### config.mk
export PLATFORM = sky130hd
export DESIGN_NAME = memory_map_address_decoder
export DESIGN_NICKNAME = d
export VERILOG_FILES = /design/src/design/memmap_pkg.sv /design/src/design/range_if.sv /design/src/design/range_match.sv /design/src/design/memory_map_address_decoder.sv
export VERILOG_INCLUDE_DIRS = /design/src /design/src/design
export SDC_FILE = /design/constraint.sdc
export NUM_CORES = 1
export LEC_CHECK = 0
export BUFFER_PORTS_ARGS = -buffer_cell sky130_fd_sc_hd__buf_2
export CAP_MARGIN = 5
export CORE_MARGIN = 2
export CORE_UTILIZATION = 45
export DETAILED_ROUTE_END_ITERATION = 8
export GPL_ROUTABILITY_DRIVEN = 0
export PLACE_DENSITY = 0.92
export REMOVE_ABC_BUFFERS = 1
export SLEW_MARGIN = 20
export SYNTH_ARGS = -nofsm -noshare
export SYNTH_HDL_FRONTEND = slang
export SYNTH_HIERARCHICAL = 1
export SYNTH_SLANG_ARGS = --single-unit
export TNS_END_PERCENT = 30
### constraint.sdc
create_clock -name ref_clk -period 1.75 [get_ports ref_clk]
set_input_delay 0.35 -clock ref_clk [delete_from_list [all_inputs] [get_ports ref_clk]]
set_output_delay 0.35 -clock ref_clk [all_outputs]
set_load 0.02 [all_outputs]
### src/design/memmap_params.svh
// address map constants for the region decoder
`ifndef MEMMAP_PARAMS_SVH
`define MEMMAP_PARAMS_SVH

`define MM_ADDR_W        24
`define MM_SPACE_BYTES   32'h0100_0000
`define MM_SPACE_TOP     24'hFFFFFF
`define MM_PERIPH_LO     24'h000000
`define MM_PERIPH_HI     24'h0003FF
`define MM_PERIPH_OFF_W  10
`define MM_RAM_LO        24'h000400
`define MM_RAM_SIZE      32'h0000_8000
`define MM_ROM_SIZE      32'h0004_0000
`define MM_FIXVEC_LO     24'hFFFFDC
`define MM_SPVEC_LO      24'hFFFE00
`define MM_SPVEC_HI      24'hFFFFDB
`define MM_BLK_LSB       4
`define MM_BLK_MSB       9
`define MM_PERIPH_BLOCKS 64
`define MM_PERIPH_MAP    64'hFFFF_FFFF_FFFF_FFFF

`endif

### src/design/memmap_pkg.sv
// types shared by the region decoder files
package memmap_pkg;

  typedef logic [23:0] addr_t;

  // one-hot region code, exactly one bit per decoded address
  typedef enum logic [3:0] {
    REGION_NONE   = 4'h1,
    REGION_PERIPH = 4'h2,
    REGION_RAM    = 4'h4,
    REGION_ROM    = 4'h8
  } region_e;

  typedef enum logic [1:0] {
    ACC_DATA   = 2'h0,
    ACC_STACK  = 2'h1,
    ACC_VECTOR = 2'h2,
    ACC_FETCH  = 2'h3
  } access_e;

endpackage : memmap_pkg

### src/design/range_if.sv
// carrier between the decoder and one range comparator
`timescale 1ns/1ps

interface range_if;
  memmap_pkg::addr_t addr;
  logic              hit;

  modport matcher (input addr, output hit);
  modport user    (output addr, input hit);
endinterface : range_if

### src/design/range_match.sv
// inclusive address range comparator
`timescale 1ns/1ps

module range_match #(
  parameter memmap_pkg::addr_t LO = '0,
  parameter memmap_pkg::addr_t HI = '1
) (
  range_if.matcher m
);

  assign m.hit = (m.addr >= LO) && (m.addr <= HI);

endmodule : range_match

### src/design/memory_map_address_decoder.sv
// registered region decoder for the flat 24-bit address space
// How it works
// - the whole 24-bit space 000000h..FFFFFFh is decoded, every address gets an answer.
// - ROM sits at the top; its size sets its base, 256K gives FC0000h.
// - FFFFDCh to the top is flagged as the fixed interrupt vector area.
// - RAM starts at 000400h; its size sets its end, 32K ends at 0083FFh.
// - 000000h..0003FFh selects the peripheral control register area.
// - unpopulated peripheral addresses are reserved; a hit raises reserved_hit_q and unmapped_q, nothing is selected.
// - FFFE00h..FFFFDBh is flagged as the special page vector table.
// - RAM holds both data and stack; stack writes into RAM are flagged.
`timescale 1ns/1ps
`include "memmap_params.svh"

module memory_map_address_decoder #(
  parameter logic [31:0]                      RAM_SIZE   = `MM_RAM_SIZE,
  parameter logic [31:0]                      ROM_SIZE   = `MM_ROM_SIZE,
  parameter logic [`MM_PERIPH_BLOCKS-1:0]     PERIPH_MAP = `MM_PERIPH_MAP
) (
  // clock and reset
  input  wire logic                           ref_clk,
  input  wire logic                           rstn,
  // address request from the bus masters
  input  wire logic                           addr_valid,
  input  wire memmap_pkg::addr_t              addr,
  input  wire logic                           is_write,
  input  wire memmap_pkg::access_e            access_kind,
  // decoded answer, one cycle after the request
  output memmap_pkg::region_e                 region_q,
  output logic                                dec_valid_q,
  output logic                                periph_sel_q,
  output logic                                ram_sel_q,
  output logic                                rom_sel_q,
  output logic                                unmapped_q,
  output logic                                reserved_hit_q,
  output logic                                fixed_vec_q,
  output logic                                special_vec_q,
  output logic                                ram_stack_wr_q,
  output logic [`MM_PERIPH_OFF_W-1:0]         periph_offset_q
);

  ////////////////////////////////////////////////////////////////////////////
  // region bounds from the memory sizes
  localparam memmap_pkg::addr_t ROM_LO = 24'(`MM_SPACE_BYTES - ROM_SIZE);
  localparam memmap_pkg::addr_t RAM_HI = 24'(32'(`MM_RAM_LO) + RAM_SIZE - 32'h1);

  ////////////////////////////////////////////////////////////////////////////
  // range comparators
  range_if periph_r ();
  range_if ram_r ();
  range_if rom_r ();
  range_if fixvec_r ();
  range_if spvec_r ();

  assign periph_r.addr = addr;
  assign ram_r.addr    = addr;
  assign rom_r.addr    = addr;
  assign fixvec_r.addr = addr;
  assign spvec_r.addr  = addr;

  range_match #(.LO(`MM_PERIPH_LO), .HI(`MM_PERIPH_HI)) u_periph (.m(periph_r));
  range_match #(.LO(`MM_RAM_LO),    .HI(RAM_HI))        u_ram    (.m(ram_r));
  range_match #(.LO(ROM_LO),        .HI(`MM_SPACE_TOP)) u_rom    (.m(rom_r));
  range_match #(.LO(`MM_FIXVEC_LO), .HI(`MM_SPACE_TOP)) u_fixvec (.m(fixvec_r));
  range_match #(.LO(`MM_SPVEC_LO),  .HI(`MM_SPVEC_HI))  u_spvec  (.m(spvec_r));

  ////////////////////////////////////////////////////////////////////////////
  // decode
  wire logic [`MM_BLK_MSB-`MM_BLK_LSB:0] blk_idx;
  wire logic                             blk_pop;
  wire logic                             periph_ok;
  wire logic                             periph_resv;
  wire logic                             ram_ok;
  wire logic                             rom_ok;
  wire logic                             stack_wr;
  wire memmap_pkg::region_e              region_d;

  assign blk_idx     = addr[`MM_BLK_MSB:`MM_BLK_LSB];
  assign blk_pop     = PERIPH_MAP[blk_idx];
  assign periph_ok   = periph_r.hit && blk_pop;
  assign periph_resv = periph_r.hit && !blk_pop;
  assign ram_ok      = ram_r.hit && !periph_r.hit;
  assign rom_ok      = rom_r.hit && !ram_ok && !periph_r.hit;
  assign stack_wr    = ram_ok && is_write && (access_kind == memmap_pkg::ACC_STACK);

  // priority chain keeps the code one-hot even with odd sizes
  assign region_d = periph_ok ? memmap_pkg::REGION_PERIPH :
                    ram_ok    ? memmap_pkg::REGION_RAM    :
                    rom_ok    ? memmap_pkg::REGION_ROM    :
                                memmap_pkg::REGION_NONE;

  ////////////////////////////////////////////////////////////////////////////
  // answer registers
  always_ff @(posedge ref_clk or negedge rstn) begin
    if (!rstn) begin
      region_q        <= memmap_pkg::REGION_NONE;
      dec_valid_q     <= 1'b0;
      periph_offset_q <= '0;
    end else begin
      region_q        <= addr_valid ? region_d : memmap_pkg::REGION_NONE;
      dec_valid_q     <= addr_valid;
      periph_offset_q <= (addr_valid && periph_ok) ? addr[`MM_PERIPH_OFF_W-1:0] : '0;
    end
  end

  always_ff @(posedge ref_clk or negedge rstn) begin
    if (!rstn) begin
      periph_sel_q   <= 1'b0;
      ram_sel_q      <= 1'b0;
      rom_sel_q      <= 1'b0;
      unmapped_q     <= 1'b0;
    end else begin
      periph_sel_q   <= addr_valid && periph_ok;
      ram_sel_q      <= addr_valid && ram_ok;
      rom_sel_q      <= addr_valid && rom_ok;
      unmapped_q     <= addr_valid && (region_d == memmap_pkg::REGION_NONE);
    end
  end

  // vector areas are attributes of a ROM hit, not regions of their own
  always_ff @(posedge ref_clk or negedge rstn) begin
    if (!rstn) begin
      reserved_hit_q <= 1'b0;
      fixed_vec_q    <= 1'b0;
      special_vec_q  <= 1'b0;
      ram_stack_wr_q <= 1'b0;
    end else begin
      reserved_hit_q <= addr_valid && periph_resv;
      fixed_vec_q    <= addr_valid && rom_ok && fixvec_r.hit;
      special_vec_q  <= addr_valid && rom_ok && spvec_r.hit;
      ram_stack_wr_q <= addr_valid && stack_wr;
    end
  end

  ////////////////////////////////////////////////////////////////////////////
  // checks
  region_onehot_a: assert property (
    @(posedge ref_clk) disable iff (!rstn)
    dec_valid_q |-> $onehot({periph_sel_q, ram_sel_q, rom_sel_q, unmapped_q})
      && (region_q == memmap_pkg::REGION_NONE) == unmapped_q)
    else $error("region selects not one-hot");

  periph_range_a: assert property (
    @(posedge ref_clk) disable iff (!rstn)
    addr_valid && (addr <= `MM_PERIPH_HI) && PERIPH_MAP[addr[`MM_BLK_MSB:`MM_BLK_LSB]]
      |=> periph_sel_q && (periph_offset_q == $past(addr[`MM_PERIPH_OFF_W-1:0])))
    else $error("peripheral address not selected");

  periph_reserved_a: assert property (
    @(posedge ref_clk) disable iff (!rstn)
    reserved_hit_q |-> !periph_sel_q && unmapped_q && ($past(addr) <= `MM_PERIPH_HI))
    else $error("reserved peripheral address selected a register");

  ram_range_a: assert property (
    @(posedge ref_clk) disable iff (!rstn)
    ram_sel_q |-> ($past(addr) >= `MM_RAM_LO) && ($past(addr) <= RAM_HI)
      && (region_q == memmap_pkg::REGION_RAM))
    else $error("ram select outside ram window");

  rom_top_a: assert property (
    @(posedge ref_clk) disable iff (!rstn)
    addr_valid && (addr >= ROM_LO) ##1 dec_valid_q |-> rom_sel_q)
    else $error("top-aligned rom address not selected");

  fixed_vec_a: assert property (
    @(posedge ref_clk) disable iff (!rstn)
    addr_valid |=> fixed_vec_q == ($past(addr) >= `MM_FIXVEC_LO))
    else $error("fixed vector flag wrong");

  special_vec_a: assert property (
    @(posedge ref_clk) disable iff (!rstn)
    special_vec_q |-> rom_sel_q && !fixed_vec_q
      && ($past(addr) >= `MM_SPVEC_LO) && ($past(addr) <= `MM_SPVEC_HI))
    else $error("special page flag wrong");

  stack_wr_a: assert property (
    @(posedge ref_clk) disable iff (!rstn)
    ram_stack_wr_q |-> ram_sel_q && $past(is_write)
      && ($past(access_kind) == memmap_pkg::ACC_STACK))
    else $error("stack write flag without ram stack write");

  idle_quiet_a: assert property (
    @(posedge ref_clk) disable iff (!rstn)
    !addr_valid |=> !dec_valid_q && !periph_sel_q && !ram_sel_q && !rom_sel_q && !unmapped_q)
    else $error("select asserted without a request");

  valid_follows_a: assert property (
    @(posedge ref_clk) disable iff (!rstn)
    addr_valid |=> dec_valid_q)
    else $error("request without a decoded answer");

  sel_region_a: assert property (
    @(posedge ref_clk) disable iff (!rstn)
    dec_valid_q |-> ((region_q == memmap_pkg::REGION_PERIPH) == periph_sel_q)
      && ((region_q == memmap_pkg::REGION_RAM) == ram_sel_q)
      && ((region_q == memmap_pkg::REGION_ROM) == rom_sel_q))
    else $error("region code disagrees with the selects");

  hole_unmapped_a: assert property (
    @(posedge ref_clk) disable iff (!rstn)
    addr_valid && (addr > RAM_HI) && (addr < ROM_LO)
      |=> unmapped_q && !ram_sel_q && !rom_sel_q && !periph_sel_q)
    else $error("hole between ram and rom selected a region");

  ram_cover_a: assert property (
    @(posedge ref_clk) disable iff (!rstn)
    addr_valid && (addr >= `MM_RAM_LO) && (addr <= RAM_HI)
      |=> ram_sel_q && (region_q == memmap_pkg::REGION_RAM))
    else $error("ram address not selected");

  stack_seen_a: assert property (
    @(posedge ref_clk) disable iff (!rstn)
    addr_valid && is_write && (access_kind == memmap_pkg::ACC_STACK)
      && (addr >= `MM_RAM_LO) && (addr <= RAM_HI)
      |=> ram_stack_wr_q)
    else $error("stack write into ram not flagged");

  reserved_seen_a: assert property (
    @(posedge ref_clk) disable iff (!rstn)
    addr_valid && (addr <= `MM_PERIPH_HI) && !PERIPH_MAP[addr[`MM_BLK_MSB:`MM_BLK_LSB]]
      |=> reserved_hit_q && !periph_sel_q && (periph_offset_q == '0))
    else $error("reserved peripheral block not flagged");

  offset_idle_a: assert property (
    @(posedge ref_clk) disable iff (!rstn)
    !periph_sel_q |-> (periph_offset_q == '0))
    else $error("peripheral offset without a peripheral hit");

  vec_exclusive_a: assert property (
    @(posedge ref_clk) disable iff (!rstn)
    fixed_vec_q || special_vec_q |-> rom_sel_q && !(fixed_vec_q && special_vec_q))
    else $error("vector flags overlap or lack a rom hit");

  special_cover_a: assert property (
    @(posedge ref_clk) disable iff (!rstn)
    addr_valid && (addr >= ROM_LO) && (addr >= `MM_SPVEC_LO) && (addr <= `MM_SPVEC_HI)
      |=> special_vec_q && rom_sel_q)
    else $error("special page vector address not flagged");

endmodule : memory_map_address_decoder

==> results.sh <==
export IMPL_status="finished, final reports clean"
export IMPL_sequentialPowerShare_pct=60.2
export IMPL_rows=16
export IMPL_numPortBuffers=51
export IMPL_wirelength_um=2250
export IMPL_yosysWarnings=6
export IMPL_critPathTopFamily="simple AND/OR/NAND/NOR gates"
export IMPL_drive_gt1_share_pct=52.55
export IMPL_fin_crit_sh_pct=99.34
export IMPL_ant_nets=0
export IMPL_io_pins=53
export IMPL_layout_common_cells="buf_2 (50), dfrtp_1 (20), nand4_1 (8)"
export IMPL_cts_sinks=21
export IMPL_fin_nets=168
export IMPL_yosys_top_cells_area="dfrtp_1 (55%), nand4_1 (5.5%), nor4_1 (4.8%)"
export IMPL_cts_buffers=3
export IMPL_cp_required_ns=1.99
export IMPL_path_cells="buf_6 -> or4_4 -> or3_1 -> and4_4 -> nor4bb_4 -> and2_1"
export IMPL_highest_layer="met4"
export IMPL_sw_frac_of_total_pct=23.60
export IMPL_diodes=0
export IMPL_ys_ff_latch=21
export IMPL_cts_tree="done"
export IMPL_clockBufferDepth=2
export IMPL_drtPass1Iterations=4
export IMPL_ir_worst_vdd_mv=0.4038
export IMPL_min_path_type="primary input to flip-flop"
export IMPL_final_common_cell="buf_2"
export IMPL_pwr_share_clk_pct=27.1
export IMPL_initial_core_util_pct=46.91
export IMPL_die_h_um=48.99
export IMPL_drv_cap=0
export IMPL_p_int_uw=620.5
export IMPL_fillCellCount=159
export IMPL_synth_yosys_seq_area_share_pct=57.83
export IMPL_arrival_ns=1.97
export IMPL_grt_pass1_wl_um=3505
export IMPL_worstSetupPathType="primary input to flip-flop"
export IMPL_setup_viol=0
export IMPL_wl_per_cell_um=13.72
export IMPL_cts_root_buf="clkbuf_4"
export IMPL_wl_met2_um=1105
export IMPL_vias=905
export IMPL_track_usage_pct=19.48
export IMPL_powerDensity_nw_per_um2=632.7
export IMPL_avgSynthCellArea_um2=11.68
export IMPL_grt_pass1_vias=756
export IMPL_htree_levels=1
export IMPL_p_leak_nw=0.7036
export IMPL_coreArea_um2=1942
export IMPL_min_period_ns=1.739
export IMPL_drc=0
export IMPL_grt_start_max_net_pins=22
export IMPL_endpoint="special_vec_q"
export IMPL_combPwrFrac_pct=12.7
export IMPL_final_cell_area_um2=1284
export IMPL_rsz0062_at_grt="false"
export IMPL_antenna_found_initial=0
export IMPL_die_area_um2=2400
export IMPL_cp_end_kind="flip-flop"
export IMPL_totalNegativeSetupSlack_ns=0
export IMPL_startpoint_type="primary input"
export IMPL_hpwl_um=1742
export IMPL_finalHoldViolCount=0
export IMPL_path_clk_slew_ns=0.11
export IMPL_ys_types=25
export IMPL_wirelength_met1_um=900
export IMPL_drt_initial_drc_count=15
export IMPL_critPathMaxStageDelay_ns=0.53
export IMPL_placed_area_um2=1227
export IMPL_setup_worst_path_start="addr[14]"
export IMPL_worstPathMaxFanout=5
export IMPL_critPathSlowestCell="or4_4"
export IMPL_area_growth_pct=40.93
export IMPL_netlist_instances=78
export IMPL_syn_area_um2=910.9
export IMPL_grt_overflow_total=0
export IMPL_power_switching_uw=191.7
export IMPL_met3_length_um=192
export IMPL_dieWidth_um=48.99
export IMPL_drv_slew=0
export IMPL_viasPerCell=5.518
export IMPL_path_buf_inv=1
export IMPL_synth_top_cell_by_area="dfrtp_1"
export IMPL_cp_num_cells=6
export IMPL_max_freq_mhz=575.2
export IMPL_yosysTopAreaCellShare_pct=54.95
## logic make-up after synthesis
group	Yosys count	share of synthesized area [%]
other	1	0.4117
AOI/OAI and AO/OA	5	3.571
DFF	21	57.83
and+or+nand+nor	47	34.89
buffers and inverters	4	3.296
## power groups by stage
stage | combinational, mW | clock, mW | sequential (mW)
floorplan | 0.0161 | 0 | 0.502
global placement | 0.0928 | 0 | 0.498
detailed placement | 0.0973 | 0 | 0.498
CTS | 0.0994 | 0.224 | 0.489
global route | 0.113 | 0.249 | 0.489
finish | 0.104 | 0.220 | 0.489
## worst min-delay path by stage
stage,to,start,cells after the start,slack [ns]
after floorplan,dec_valid_q,rstn,0,0.05
after global placement,region_q[1],rstn,1,0.31
after detailed placement,ram_stack_wr_q,rstn,1,0.32
after CTS,ram_stack_wr_q,access_kind[1],2,0.19
after global routing,ram_stack_wr_q,access_kind[1],2,0.18
final,ram_stack_wr_q,access_kind[1],2,0.19
## flip-flops by register name, indices dropped and copies added, names as in the netlist
signal and cells:
ram_sel_q 1, special_vec_q 1, unmapped_q 1, rom_sel_q 1, fixed_vec_q 1, dec_valid_q 1, periph_offset_q 10, ram_stack_wr_q 1
region_q 4
## Yosys cell counts
master / number
o21ai_0: 1
nor4_1: 7
and3_1: 5
or4_1: 1
o21a_1: 1
dfstp_2: 1
a31oi_1: 2
buf_4: 2
nor2_1: 4
and4_1: 2
buf_6: 1
and3_2: 5
and4bb_2: 1
conb_1: 1
nand4_1: 8
dfrtp_1: 20
nor4bb_4: 1
clkbuf_1: 1
nor4_2: 1
nand3_1: 2
o31ai_1: 1
or3_1: 2
nand2_1: 4
and2_1: 3
nor4b_1: 1
## per-layer routing
metal	track usage, %	vias to the layer above
li1	-	417
met5	0	-
met1	24.54	419
met4	10.00	0
met3	2.761	6
met2	32.65	63
## cell type report
type	count	area [um^2]	area share, %
Sequential cell	21	526.8	41.03
Multi-Input combinational cell	53	360.3	28.07
Timing Repair Buffer	59	336.6	26.22
Tap cell	27	33.78	2.632
Clock buffer	4	26.28	2.047
## per-stage QoR
stage | total power [mW] | cells | utilization [%] | setup slack (ns) | hold WS [ns]
after detailed placement | 0.5956 | 158 | 63.21 | -0.3445 | 0.3189
after CTS | 0.8123 | 163 | 65.21 | 0.04377 | 0.1894
final | 0.8123 | 164 | 66.11 | 0.01148 | 0.1946
after global routing | 0.8512 | 164 | 66.11 | 0.005947 | 0.1769
after floorplan | 0.5184 | 74 | - | -0.1493 | 0.05441
after global placement | 0.5908 | 158 | 63.21 | -0.3048 | 0.3054
## timing repair
item,CTS,global route
gates resized for setup,2,2
buffers inserted,0,1
hold buffers,1,0
hold endpoints to repair,20,0
pin swaps,1,2
endpoints found under the setup margin,2,2
Note: power is estimated with default switching activity, not from simulation.
